## src/rtl/spi_fe_pkg.sv

```systemverilog
// Shared constants and types for the serial memory front end.
//
// Function
// [RL1] Sample serial input on clock rising edges
// [RL2] Change serial output after clock falling edges
// [RL3] Input bytes arrive most significant bit first
// [RL4] Output bytes leave most significant bit first
// [RL5] First sample follows select going low
// [RL6] Read data starts after instruction byte
// [RL7] Deselected means serial output floats
// [RL8] Standby when deselected unless writing
// [RL9] Select low makes device active
// [RL10] Ignore bus until first select fall
// [RL11] Select low at power-up does nothing
// [RL12] Hold pauses, keeps bit position
// [RL13] Hold floats output, ignores clock, data
// [RL14] Master holds only while selected
// [RL15] Write protect freezes block protect bits
// [RL16] Clock modes zero and three supported
// [RL17] Modes differ only in idle clock
// [RL18] Reset clears write latch and busy
// [RL19] Non-volatile status bits survive reset
// [RL20] Master deselects before removing supply
// [RL21] Hold starts only with clock low
// [RL22] Deselect in hold resets interface logic
// [RL23] Accept instruction only on byte boundary
// [RL24] Unknown instruction ignored until deselect
// [RL25] Hold ends with clock low, resumes
package spi_fe_pkg;

  localparam int unsigned BYTE_W     = 8;
  localparam int unsigned BIT_CNT_W  = 3;
  localparam int unsigned RX_WORD_W  = BYTE_W + 1;
  localparam int unsigned BUF_DEPTH  = 2;
  localparam int unsigned SYNC_W     = 5;

  localparam logic [BIT_CNT_W-1:0] BIT_CNT_RST  = 3'h0;
  localparam logic [BIT_CNT_W-1:0] BIT_CNT_LAST = 3'h7;
  localparam logic [BYTE_W-1:0]    SHIFT_RST    = 8'h00;
  localparam logic                 WEL_RST      = 1'b0;
  localparam logic                 WIP_RST      = 1'b0;
  localparam logic                 CS_PREV_RST  = 1'b0;

  typedef enum logic [1:0] {
    ST_DESELECTED,
    ST_ACTIVE,
    ST_HOLD,
    ST_IGNORE
  } fe_state_e;

endpackage

```

## src/rtl/spi_fe_top.sv

```systemverilog
// Serial front end of an SPI memory: pin sampling, shifting, select and hold.
`timescale 1ns/100ps
`default_nettype none
module spi_fe_top
  import spi_fe_pkg::*;
#(
  parameter int unsigned DEPTH = spi_fe_pkg::BUF_DEPTH
) (
  input  wire logic                      i_clk,
  input  wire logic                      i_resetn,
  // Pins from the bus master.
  input  wire logic                      i_sclk,
  input  wire logic                      i_sdi,
  input  wire logic                      i_cs_n,
  input  wire logic                      i_hold_n,
  input  wire logic                      i_wp_n,
  output var  logic                      o_sdo,
  output var  logic                      o_sdo_oe_n,
  // Received bytes toward the command logic.
  output var  logic                      o_rx_valid,
  output var  logic [spi_fe_pkg::BYTE_W-1:0] o_rx_data,
  output var  logic                      o_rx_first,
  input  wire logic                      i_rx_ready,
  output var  logic                      o_rx_overrun,
  // Bytes to send, taken at each byte boundary after the first byte.
  input  wire logic                      i_tx_valid,
  input  wire logic [spi_fe_pkg::BYTE_W-1:0] i_tx_data,
  output var  logic                      o_tx_ready,
  // Command logic verdict on the instruction byte.
  input  wire logic                      i_cmd_reject,
  // Frame end report.
  output var  logic                      o_frame_end,
  output var  logic                      o_frame_accept,
  // Status bits.
  input  wire logic                      i_wel_set,
  input  wire logic                      i_wel_clr,
  input  wire logic                      i_write_start,
  input  wire logic                      i_write_done,
  input  wire logic                      i_status_write_disable,
  input  wire logic                      i_block_protect_hi,
  input  wire logic                      i_block_protect_lo,
  output var  logic                      o_write_enable_latch,
  output var  logic                      o_write_in_progress,
  output var  logic                      o_protect_frozen,
  output var  logic [1:0]                o_block_protect,
  output var  logic                      o_selected,
  output var  logic                      o_standby
);

  initial
  begin
    if (DEPTH < 2)
    begin
      $error("spi_fe_top: DEPTH must be at least 2");
    end
  end

  // Pin synchronisers; select and hold idle high while in reset.
  logic [SYNC_W-1:0] pins_sync;
  logic              sclk_s;
  logic              sdi_s;
  logic              cs_n_s;
  logic              hold_n_s;
  logic              wp_n_s;

  spi_fe_sync #(
    .WIDTH (SYNC_W)
  ) u_sync (
    .i_clk     (i_clk),
    .i_resetn  (i_resetn),
    .i_async   ({i_wp_n, i_hold_n, i_cs_n, i_sdi, i_sclk}),
    .i_rst_val (5'h1E),
    .o_sync    (pins_sync)
  );

  assign sclk_s   = pins_sync[0];
  assign sdi_s    = pins_sync[1];
  assign cs_n_s   = pins_sync[2];
  assign hold_n_s = pins_sync[3];
  assign wp_n_s   = pins_sync[4];

  fe_state_e              state_reg;
  fe_state_e              state_next;
  logic                   sclk_prev_reg;
  logic                   sclk_prev_next;
  logic                   cs_prev_reg;
  logic                   cs_prev_next;
  logic [BYTE_W-1:0]      rx_shift_reg;
  logic [BYTE_W-1:0]      rx_shift_next;
  logic [BIT_CNT_W-1:0]   bit_cnt_reg;
  logic [BIT_CNT_W-1:0]   bit_cnt_next;
  logic                   first_byte_reg;
  logic                   first_byte_next;
  logic [BYTE_W-1:0]      tx_shift_reg;
  logic [BYTE_W-1:0]      tx_shift_next;
  logic                   tx_active_reg;
  logic                   tx_active_next;
  logic                   sdo_reg;
  logic                   sdo_next;
  logic                   overrun_reg;
  logic                   overrun_next;
  logic                   frame_end_reg;
  logic                   frame_end_next;
  logic                   frame_accept_reg;
  logic                   frame_accept_next;
  logic                   wel_reg;
  logic                   wel_next;
  logic                   wip_reg;
  logic                   wip_next;

  logic                   sclk_rise;
  logic                   sclk_fall;
  logic                   cs_fall;
  logic                   push_valid;
  logic [RX_WORD_W-1:0]   push_data;
  logic                   push_ready;
  logic [RX_WORD_W-1:0]   pop_data;

  // [RL16] same edges, either idle level
  assign sclk_rise = sclk_s && !sclk_prev_reg;
  assign sclk_fall = !sclk_s && sclk_prev_reg;
  // [RL11] edge-sensitive select
  assign cs_fall   = !cs_n_s && cs_prev_reg;

  always_comb
  begin
    state_next        = state_reg;
    sclk_prev_next    = sclk_s;
    cs_prev_next      = cs_n_s;
    rx_shift_next     = rx_shift_reg;
    bit_cnt_next      = bit_cnt_reg;
    first_byte_next   = first_byte_reg;
    tx_shift_next     = tx_shift_reg;
    tx_active_next    = tx_active_reg;
    sdo_next          = sdo_reg;
    overrun_next      = overrun_reg;
    frame_end_next    = 1'b0;
    frame_accept_next = 1'b0;
    push_valid        = 1'b0;
    push_data         = {first_byte_reg, rx_shift_reg[BYTE_W-2:0], sdi_s};
    o_tx_ready        = 1'b0;

    case (state_reg)
      ST_DESELECTED:
      begin
        // [RL10] wait for select fall
        if (cs_fall)
        begin
          // [RL9] select makes active
          state_next      = ST_ACTIVE;
          // [RL5] count from first rise
          bit_cnt_next    = BIT_CNT_RST;
          first_byte_next = 1'b1;
          tx_active_next  = 1'b0;
          overrun_next    = 1'b0;
        end
      end
      ST_ACTIVE, ST_IGNORE:
      begin
        if (cs_n_s)
        begin
          // [RL23] accept on byte boundary
          frame_end_next    = 1'b1;
          frame_accept_next = (state_reg == ST_ACTIVE) && (bit_cnt_reg == BIT_CNT_RST)
                              && !first_byte_reg;
          state_next        = ST_DESELECTED;
          tx_active_next    = 1'b0;
        end
        else if (state_reg == ST_ACTIVE && !hold_n_s && !sclk_s)
        begin
          // [RL21] hold only with clock low
          // [RL12] bit count kept
          state_next = ST_HOLD;
        end
        else if (state_reg == ST_ACTIVE && i_cmd_reject)
        begin
          // [RL24] ignore until deselect
          state_next     = ST_IGNORE;
          tx_active_next = 1'b0;
        end
        else if (state_reg == ST_ACTIVE && sclk_rise)
        begin
          // [RL1] sample on rising edge
          // [RL3] shift in MSB first
          rx_shift_next = {rx_shift_reg[BYTE_W-2:0], sdi_s};
          bit_cnt_next  = bit_cnt_reg + 1'b1;
          if (bit_cnt_reg == BIT_CNT_LAST)
          begin
            push_valid      = 1'b1;
            first_byte_next = 1'b0;
            if (!push_ready)
            begin
              overrun_next = 1'b1;
            end
          end
        end
        else if (state_reg == ST_ACTIVE && sclk_fall)
        begin
          // [RL2] output changes after fall
          if (bit_cnt_reg == BIT_CNT_RST && !first_byte_reg)
          begin
            // [RL6] load after whole instruction
            o_tx_ready = 1'b1;
            if (i_tx_valid)
            begin
              // [RL4] send MSB first
              sdo_next       = i_tx_data[BYTE_W-1];
              tx_shift_next  = {i_tx_data[BYTE_W-2:0], 1'b0};
              tx_active_next = 1'b1;
            end
            else
            begin
              tx_active_next = 1'b0;
            end
          end
          else if (tx_active_reg)
          begin
            sdo_next      = tx_shift_reg[BYTE_W-1];
            tx_shift_next = {tx_shift_reg[BYTE_W-2:0], 1'b0};
          end
        end
      end
      ST_HOLD:
      begin
        // [RL13] clock and data ignored
        if (cs_n_s)
        begin
          // [RL22] deselect in hold resets
          frame_end_next = 1'b1;
          state_next     = ST_DESELECTED;
          tx_active_next = 1'b0;
          bit_cnt_next   = BIT_CNT_RST;
          rx_shift_next  = SHIFT_RST;
        end
        else if (hold_n_s && !sclk_s)
        begin
          // [RL25] resume at same bit
          state_next = ST_ACTIVE;
        end
      end
      default:
      begin
        state_next = ST_DESELECTED;
      end
    endcase
  end

  // [RL18] volatile status bits, set wins over clear
  always_comb
  begin
    wel_next = wel_reg;
    if (i_wel_clr)
    begin
      wel_next = 1'b0;
    end
    if (i_wel_set)
    begin
      wel_next = 1'b1;
    end
    wip_next = wip_reg;
    if (i_write_done)
    begin
      wip_next = 1'b0;
    end
    if (i_write_start)
    begin
      wip_next = 1'b1;
    end
  end

  always_ff @(posedge i_clk)
  begin
    if (!i_resetn)
    begin
      // [RL18] come up deselected
      state_reg        <= ST_DESELECTED;
      sclk_prev_reg    <= 1'b0;
      cs_prev_reg      <= CS_PREV_RST;
      rx_shift_reg     <= SHIFT_RST;
      bit_cnt_reg      <= BIT_CNT_RST;
      first_byte_reg   <= 1'b1;
      tx_shift_reg     <= SHIFT_RST;
      tx_active_reg    <= 1'b0;
      sdo_reg          <= 1'b0;
      overrun_reg      <= 1'b0;
      frame_end_reg    <= 1'b0;
      frame_accept_reg <= 1'b0;
      wel_reg          <= WEL_RST;
      wip_reg          <= WIP_RST;
    end
    else
    begin
      state_reg        <= state_next;
      sclk_prev_reg    <= sclk_prev_next;
      cs_prev_reg      <= cs_prev_next;
      rx_shift_reg     <= rx_shift_next;
      bit_cnt_reg      <= bit_cnt_next;
      first_byte_reg   <= first_byte_next;
      tx_shift_reg     <= tx_shift_next;
      tx_active_reg    <= tx_active_next;
      sdo_reg          <= sdo_next;
      overrun_reg      <= overrun_next;
      frame_end_reg    <= frame_end_next;
      frame_accept_reg <= frame_accept_next;
      wel_reg          <= wel_next;
      wip_reg          <= wip_next;
    end
  end

  // Received bytes wait here; a byte arriving while the buffer is full is dropped and sets overrun.
  spi_fe_buf #(
    .WIDTH (RX_WORD_W),
    .DEPTH (DEPTH)
  ) u_rx_buf (
    .i_clk       (i_clk),
    .i_resetn    (i_resetn),
    .i_in_valid  (push_valid),
    .i_in_data   (push_data),
    .o_in_ready  (push_ready),
    .o_out_valid (o_rx_valid),
    .o_out_data  (pop_data),
    .i_out_ready (i_rx_ready)
  );

  assign o_rx_first = pop_data[RX_WORD_W-1];
  assign o_rx_data  = pop_data[BYTE_W-1:0];

  // [RL7] float unless driving data
  assign o_sdo_oe_n = !((state_reg == ST_ACTIVE) && tx_active_reg);
  assign o_sdo      = sdo_reg;

  assign o_rx_overrun   = overrun_reg;
  assign o_frame_end    = frame_end_reg;
  assign o_frame_accept = frame_accept_reg;

  assign o_write_enable_latch = wel_reg;
  assign o_write_in_progress  = wip_reg;
  // [RL19] non-volatile bits pass through
  assign o_block_protect      = {i_block_protect_hi, i_block_protect_lo};
  // [RL15] write protect freezes protection
  assign o_protect_frozen     = i_status_write_disable && !wp_n_s;
  assign o_selected           = (state_reg != ST_DESELECTED);
  // [RL8] standby unless write running
  assign o_standby            = (state_reg == ST_DESELECTED) && !wip_reg;

endmodule
`default_nettype wire

```

## src/rtl/spi_fe_sync.sv

```systemverilog
// Two-stage synchroniser for a group of pin inputs.
`timescale 1ns/100ps
`default_nettype none
module spi_fe_sync #(
  parameter int unsigned WIDTH = 1
) (
  input  wire logic             i_clk,
  input  wire logic             i_resetn,
  input  wire logic [WIDTH-1:0] i_async,
  input  wire logic [WIDTH-1:0] i_rst_val,
  output var  logic [WIDTH-1:0] o_sync
);

  initial
  begin
    if (WIDTH < 1)
    begin
      $error("spi_fe_sync: WIDTH must be at least 1");
    end
  end

  genvar g;
  generate
    for (g = 0; g < WIDTH; g++)
    begin : g_bit
      logic meta_reg;
      logic meta_next;
      logic sync_reg;
      logic sync_next;

      always_comb
      begin
        meta_next = i_async[g];
        sync_next = meta_reg;
      end

      always_ff @(posedge i_clk)
      begin
        if (!i_resetn)
        begin
          meta_reg <= 1'b0;
          sync_reg <= 1'b0;
        end
        else
        begin
          meta_reg <= meta_next;
          sync_reg <= sync_next;
        end
      end

      assign o_sync[g] = i_resetn ? sync_reg : i_rst_val[g];
    end
  endgenerate

endmodule
`default_nettype wire

```

## src/rtl/spi_fe_buf.sv

```systemverilog
// Small valid/ready buffer for received bytes.
`timescale 1ns/100ps
`default_nettype none
module spi_fe_buf #(
  parameter int unsigned WIDTH = 9,
  parameter int unsigned DEPTH = 2
) (
  input  wire logic             i_clk,
  input  wire logic             i_resetn,
  input  wire logic             i_in_valid,
  input  wire logic [WIDTH-1:0] i_in_data,
  output var  logic             o_in_ready,
  output var  logic             o_out_valid,
  output var  logic [WIDTH-1:0] o_out_data,
  input  wire logic             i_out_ready
);

  localparam int unsigned PTR_W = (DEPTH > 1) ? $clog2(DEPTH) : 1;

  initial
  begin
    if (DEPTH < 2 || (DEPTH & (DEPTH - 1)) != 0)
    begin
      $error("spi_fe_buf: DEPTH must be a power of two, at least 2");
    end
  end

  logic [WIDTH-1:0] mem_reg [DEPTH];
  logic [PTR_W-1:0] wr_ptr_reg;
  logic [PTR_W-1:0] wr_ptr_next;
  logic [PTR_W-1:0] rd_ptr_reg;
  logic [PTR_W-1:0] rd_ptr_next;
  logic [PTR_W:0]   count_reg;
  logic [PTR_W:0]   count_next;
  logic             push;
  logic             pop;

  always_comb
  begin
    o_in_ready  = (count_reg != (PTR_W+1)'(DEPTH));
    o_out_valid = (count_reg != '0);
    o_out_data  = mem_reg[rd_ptr_reg];
    push        = i_in_valid && o_in_ready;
    pop         = o_out_valid && i_out_ready;
    wr_ptr_next = push ? wr_ptr_reg + 1'b1 : wr_ptr_reg;
    rd_ptr_next = pop ? rd_ptr_reg + 1'b1 : rd_ptr_reg;
    count_next  = count_reg;
    if (push && !pop)
    begin
      count_next = count_reg + 1'b1;
    end
    else if (pop && !push)
    begin
      count_next = count_reg - 1'b1;
    end
  end

  always_ff @(posedge i_clk)
  begin
    if (!i_resetn)
    begin
      wr_ptr_reg <= '0;
      rd_ptr_reg <= '0;
      count_reg  <= '0;
    end
    else
    begin
      wr_ptr_reg <= wr_ptr_next;
      rd_ptr_reg <= rd_ptr_next;
      count_reg  <= count_next;
    end
    if (push)
    begin
      mem_reg[wr_ptr_reg] <= i_in_data;
    end
  end

endmodule
`default_nettype wire

```

## config.mk

```make
export PLATFORM = sky130hd
export DESIGN_NAME = spi_fe_top
export DESIGN_NICKNAME = d
export VERILOG_FILES = /design/src/rtl/spi_fe_pkg.sv /design/src/rtl/spi_fe_top.sv /design/src/rtl/spi_fe_sync.sv /design/src/rtl/spi_fe_buf.sv
export SDC_FILE = /design/constraint.sdc
export NUM_CORES = 1
export LEC_CHECK = 0
export BUFFER_PORTS_ARGS = -buffer_cell sky130_fd_sc_hd__buf_4
export CAP_MARGIN = 20
export CORE_MARGIN = 10
export CORE_UTILIZATION = 55
export CTS_CLUSTER_DIAMETER = 60
export DETAILED_ROUTE_END_ITERATION = 10
export PLACE_DENSITY = 0.79
export SETUP_SLACK_MARGIN = 0.5
export SYNTH_ARGS = -nofsm -noshare
export SYNTH_HDL_FRONTEND = slang
export SYNTH_SLANG_ARGS = --single-unit
export TNS_END_PERCENT = 100
```

## constraint.sdc

```tcl
create_clock -name i_clk -period 4.5 [get_ports i_clk]
set_input_delay 0.45 -clock i_clk [delete_from_list [all_inputs] [get_ports i_clk]]
set_output_delay 0.45 -clock i_clk [all_outputs]
set_load 0.02 [all_outputs]
```

==> flow_summary.yaml <==
job:
  cap_viol_max_count: 0
detailed_routing:
  drc: 0
  vias: 1881
  drt_iter0_markers: 69
  detail_route.wl_per_cell_um: 14.0
  wl_mm: 5.01
  detail-route-antenna-nets: 0
  drt_first_pass_iters: 4
  avgViaCountPerCell: 5.25
timing:
  drv_slew: 0
  fin_worst_skew_ps: 5.15
  setup-violations-final: 0
  fin_crit_sh: 0.508
  worst_slew_pin_slew_ps: 686
  fin_setup_tns_ps: 0
  finalWorstPathRequiredPeriod_ps: 2290
  fmax_ghz: 0.437
  rsz0062_at_grt: "false"
  max-slew-margin-rel: 0.541
  hold_viol_final: 0
grt:
  grt_max_degree: 48
  grt_usage: 0.139
  grt_pass1_wl_mm: 8.65
  antenna_found_initial: 0
  grt_pass1_vias: 1876
  grt-ovfl-total: 0
final_layout:
  area_growth_pct: 21.2
  layout_commonest_cell: "buf_4"
  final-instance-count-excl-fill: 358
  num_antenna_cells: 0
  largest_reg_flops: 18
  nNetsFinal: 315
  final_cell_mix: "45 x buf_4, 44 x dfxtp_1, 24 x nand2_1, 18 x edfxtp_1, 15 x mux2i_1"
  postLayoutCoreUtil: 0.685
  filler_cell_count: 381
  stdcell_area_um2: 3240
  drive_gt1_frac: 0.289
synth:
  avgSynthCellArea_um2: 10.9
  synthFlopType: "dfxtp_1"
  syn-num-nets: 274
  ys_ff_latch: 62
  ys_types: 47
  yosysWarningCount: 0
  ys_seq_area_frac: 0.532
  synthCells: 245
  async_reset_ff_frac: 0
  synth_edf_count: 18
  synth_area_um2: 2670
cts:
  worstSkewPairLatency_ps: 330
  clockBufferDepth: 2
  cts_buffers: 9
  hold_buffers: 0
  tritoncts: "done"
  cts_resized: 0
  cts_root_buffer: "clkbuf_8"
  cts.sinks: 62
  htree_levels: 3
  postCtsSetupRepairBufs: 0
  path_clk_slew_ps: 60
power:
  netSwitchingFraction: 0.208
  powerDensity_nw_per_um2: 363
  intPower_uw: 931
  switchingPower_uw: 244
  p_clk_frac: 0.453
  sequentialPowerShare: 0.497
  ir_drop_uv: 305
  p_comb_frac: 0.050
  leakage_nw: 1.31
die:
  rows: 25
  die_area_um2: 8040
  fp.dieW_um: 89.7
  ios: 48
  die_h_um: 89.7
  fp.coreArea_um2: 4720
  start_util: 0.565
setup_path:
  end_kind: "flop"
  worstPathRequired_ps: 4770
  crit_type: "input port to flop"
  crit_family: "simple AND/OR/NAND/NOR gates"
  slowest_stage: "nor2b_1"
  cpPeakStageDelay_ps: 540
  path_cells: "buf_4, nor2b_1, nand4_1, inv_1, ha_1, or3_1, a21oi_1"
  critical_path_buf_inv_count: 2
  critPathMaxFanout: 47
  cp-start-kind: "input port"
  crit_arrival_ps: 2550
placed_design:
  gp_congestion: 0.855
  hpwlAfterDp_mm: 3.66
  port_buffers: 43
  placed_cells: 342
  place_area_um2: 3010
status:
  run_status: "complete, no violations"
worst_hold_path:
  hold_path_class: "input port to flop"
cell families (layout without fill, tap and decap cells):
logic type / count (synthesis) / in the layout / share of synthesized area
adder cells (fa/ha/maj): 4 / 4 / 0.0187
AO/OA/AOI/OAI: 34 / 34 / 0.0872
AND/OR/NAND/NOR: 90 / 90 / 0.200
XOR/XNOR: 3 / 3 / 0.00984
flip-flops: 62 / 62 / 0.532
multiplexers: 27 / 27 / 0.107
buffers and inverters: 25 / 71 / 0.0455
tightest hold or removal path, delay by kind of cell:
kind / cells / cell delay (ps)
compound gates: 1 / 30
simple gates: 1 / 60
buf+inv: 1 / 80
Yosys cell counts (5+ instances only):
cell / number / area (um^2)
a21oi_1: 7 / 35.0
clkbuf_1: 5 / 18.8
nand4_1: 9 / 56.3
o21ai_0: 11 / 55.1
mux2_2: 12 / 135
inv_1: 10 / 37.5
nand2b_1: 8 / 50.1
edfxtp_1: 18 / 541
and2_1: 14 / 87.6
nand3_1: 5 / 25.0
nor2_1: 8 / 30.0
mux2i_1: 15 / 150
nand2_1: 24 / 90.1
dfxtp_1: 44 / 881
power by group through the flow:
| stage | registers, mW | logic [mW] | clock network [mW] |
|---|---|---|---|
| final | 0.584 | 0.0586 | 0.532 |
| after global routing | 0.585 | 0.0647 | 0.566 |
| after CTS | 0.584 | 0.0589 | 0.542 |
| after detailed placement | 0.597 | 0.0586 | 0 |
| after global placement | 0.596 | 0.0580 | 0 |
| after floorplan | 0.595 | 0.0380 | 0 |
per-stage QoR:
step / setup slack [ps] / total power, mW / hold slack, ps
finish: 2210 / 1.18 / 317
floorplan: 2360 / 0.633 / 412
global placement: 1960 / 0.654 / 414
CTS: 2210 / 1.19 / 306
global route: 1900 / 1.22 / 318
detailed placement: 1860 / 0.655 / 425
metal layers:
metal,part of all wire,global-route usage
met4,0.022,0.0708
met1,0.46,0.171
met3,0.069,0.0569
met2,0.45,0.203
met5,0,0
layout make-up:
cell class,count,area [um^2],share of cell area
Clock inverter,6,85.1,0.0263
Tap cell,67,83.8,0.0259
Sequential cell,62,1420,0.439
Timing Repair Buffer,45,338,0.104
Clock buffer,10,138,0.0425
Inverter,10,37.5,0.0116
Multi-Input combinational cell,158,1130,0.350
path summary, 6_finish.rpt:
path | from | endpoint | slack, ps | cells after the start
worst min-delay path | i_wel_set | o_write_enable_latch$_SDFFE_PN0P_ | 320 | 3
worst max-delay path | i_resetn | u_rx_buf.count_reg[1]$_SDFFE_PN0P_ | 2210 | 7
worst min register to register | u_sync.g_bit[3].meta_reg$_SDFF_PN0_ | u_sync.g_bit[3].sync_reg$_SDFF_PN0_ | 430 | 1
worst max register to register | state_reg[0]$_SDFFE_PN0P_ | u_rx_buf.count_reg[1]$_SDFFE_PN0P_ | 2260 | 8
No activity file was read; power rests on OpenSTA's default activity.
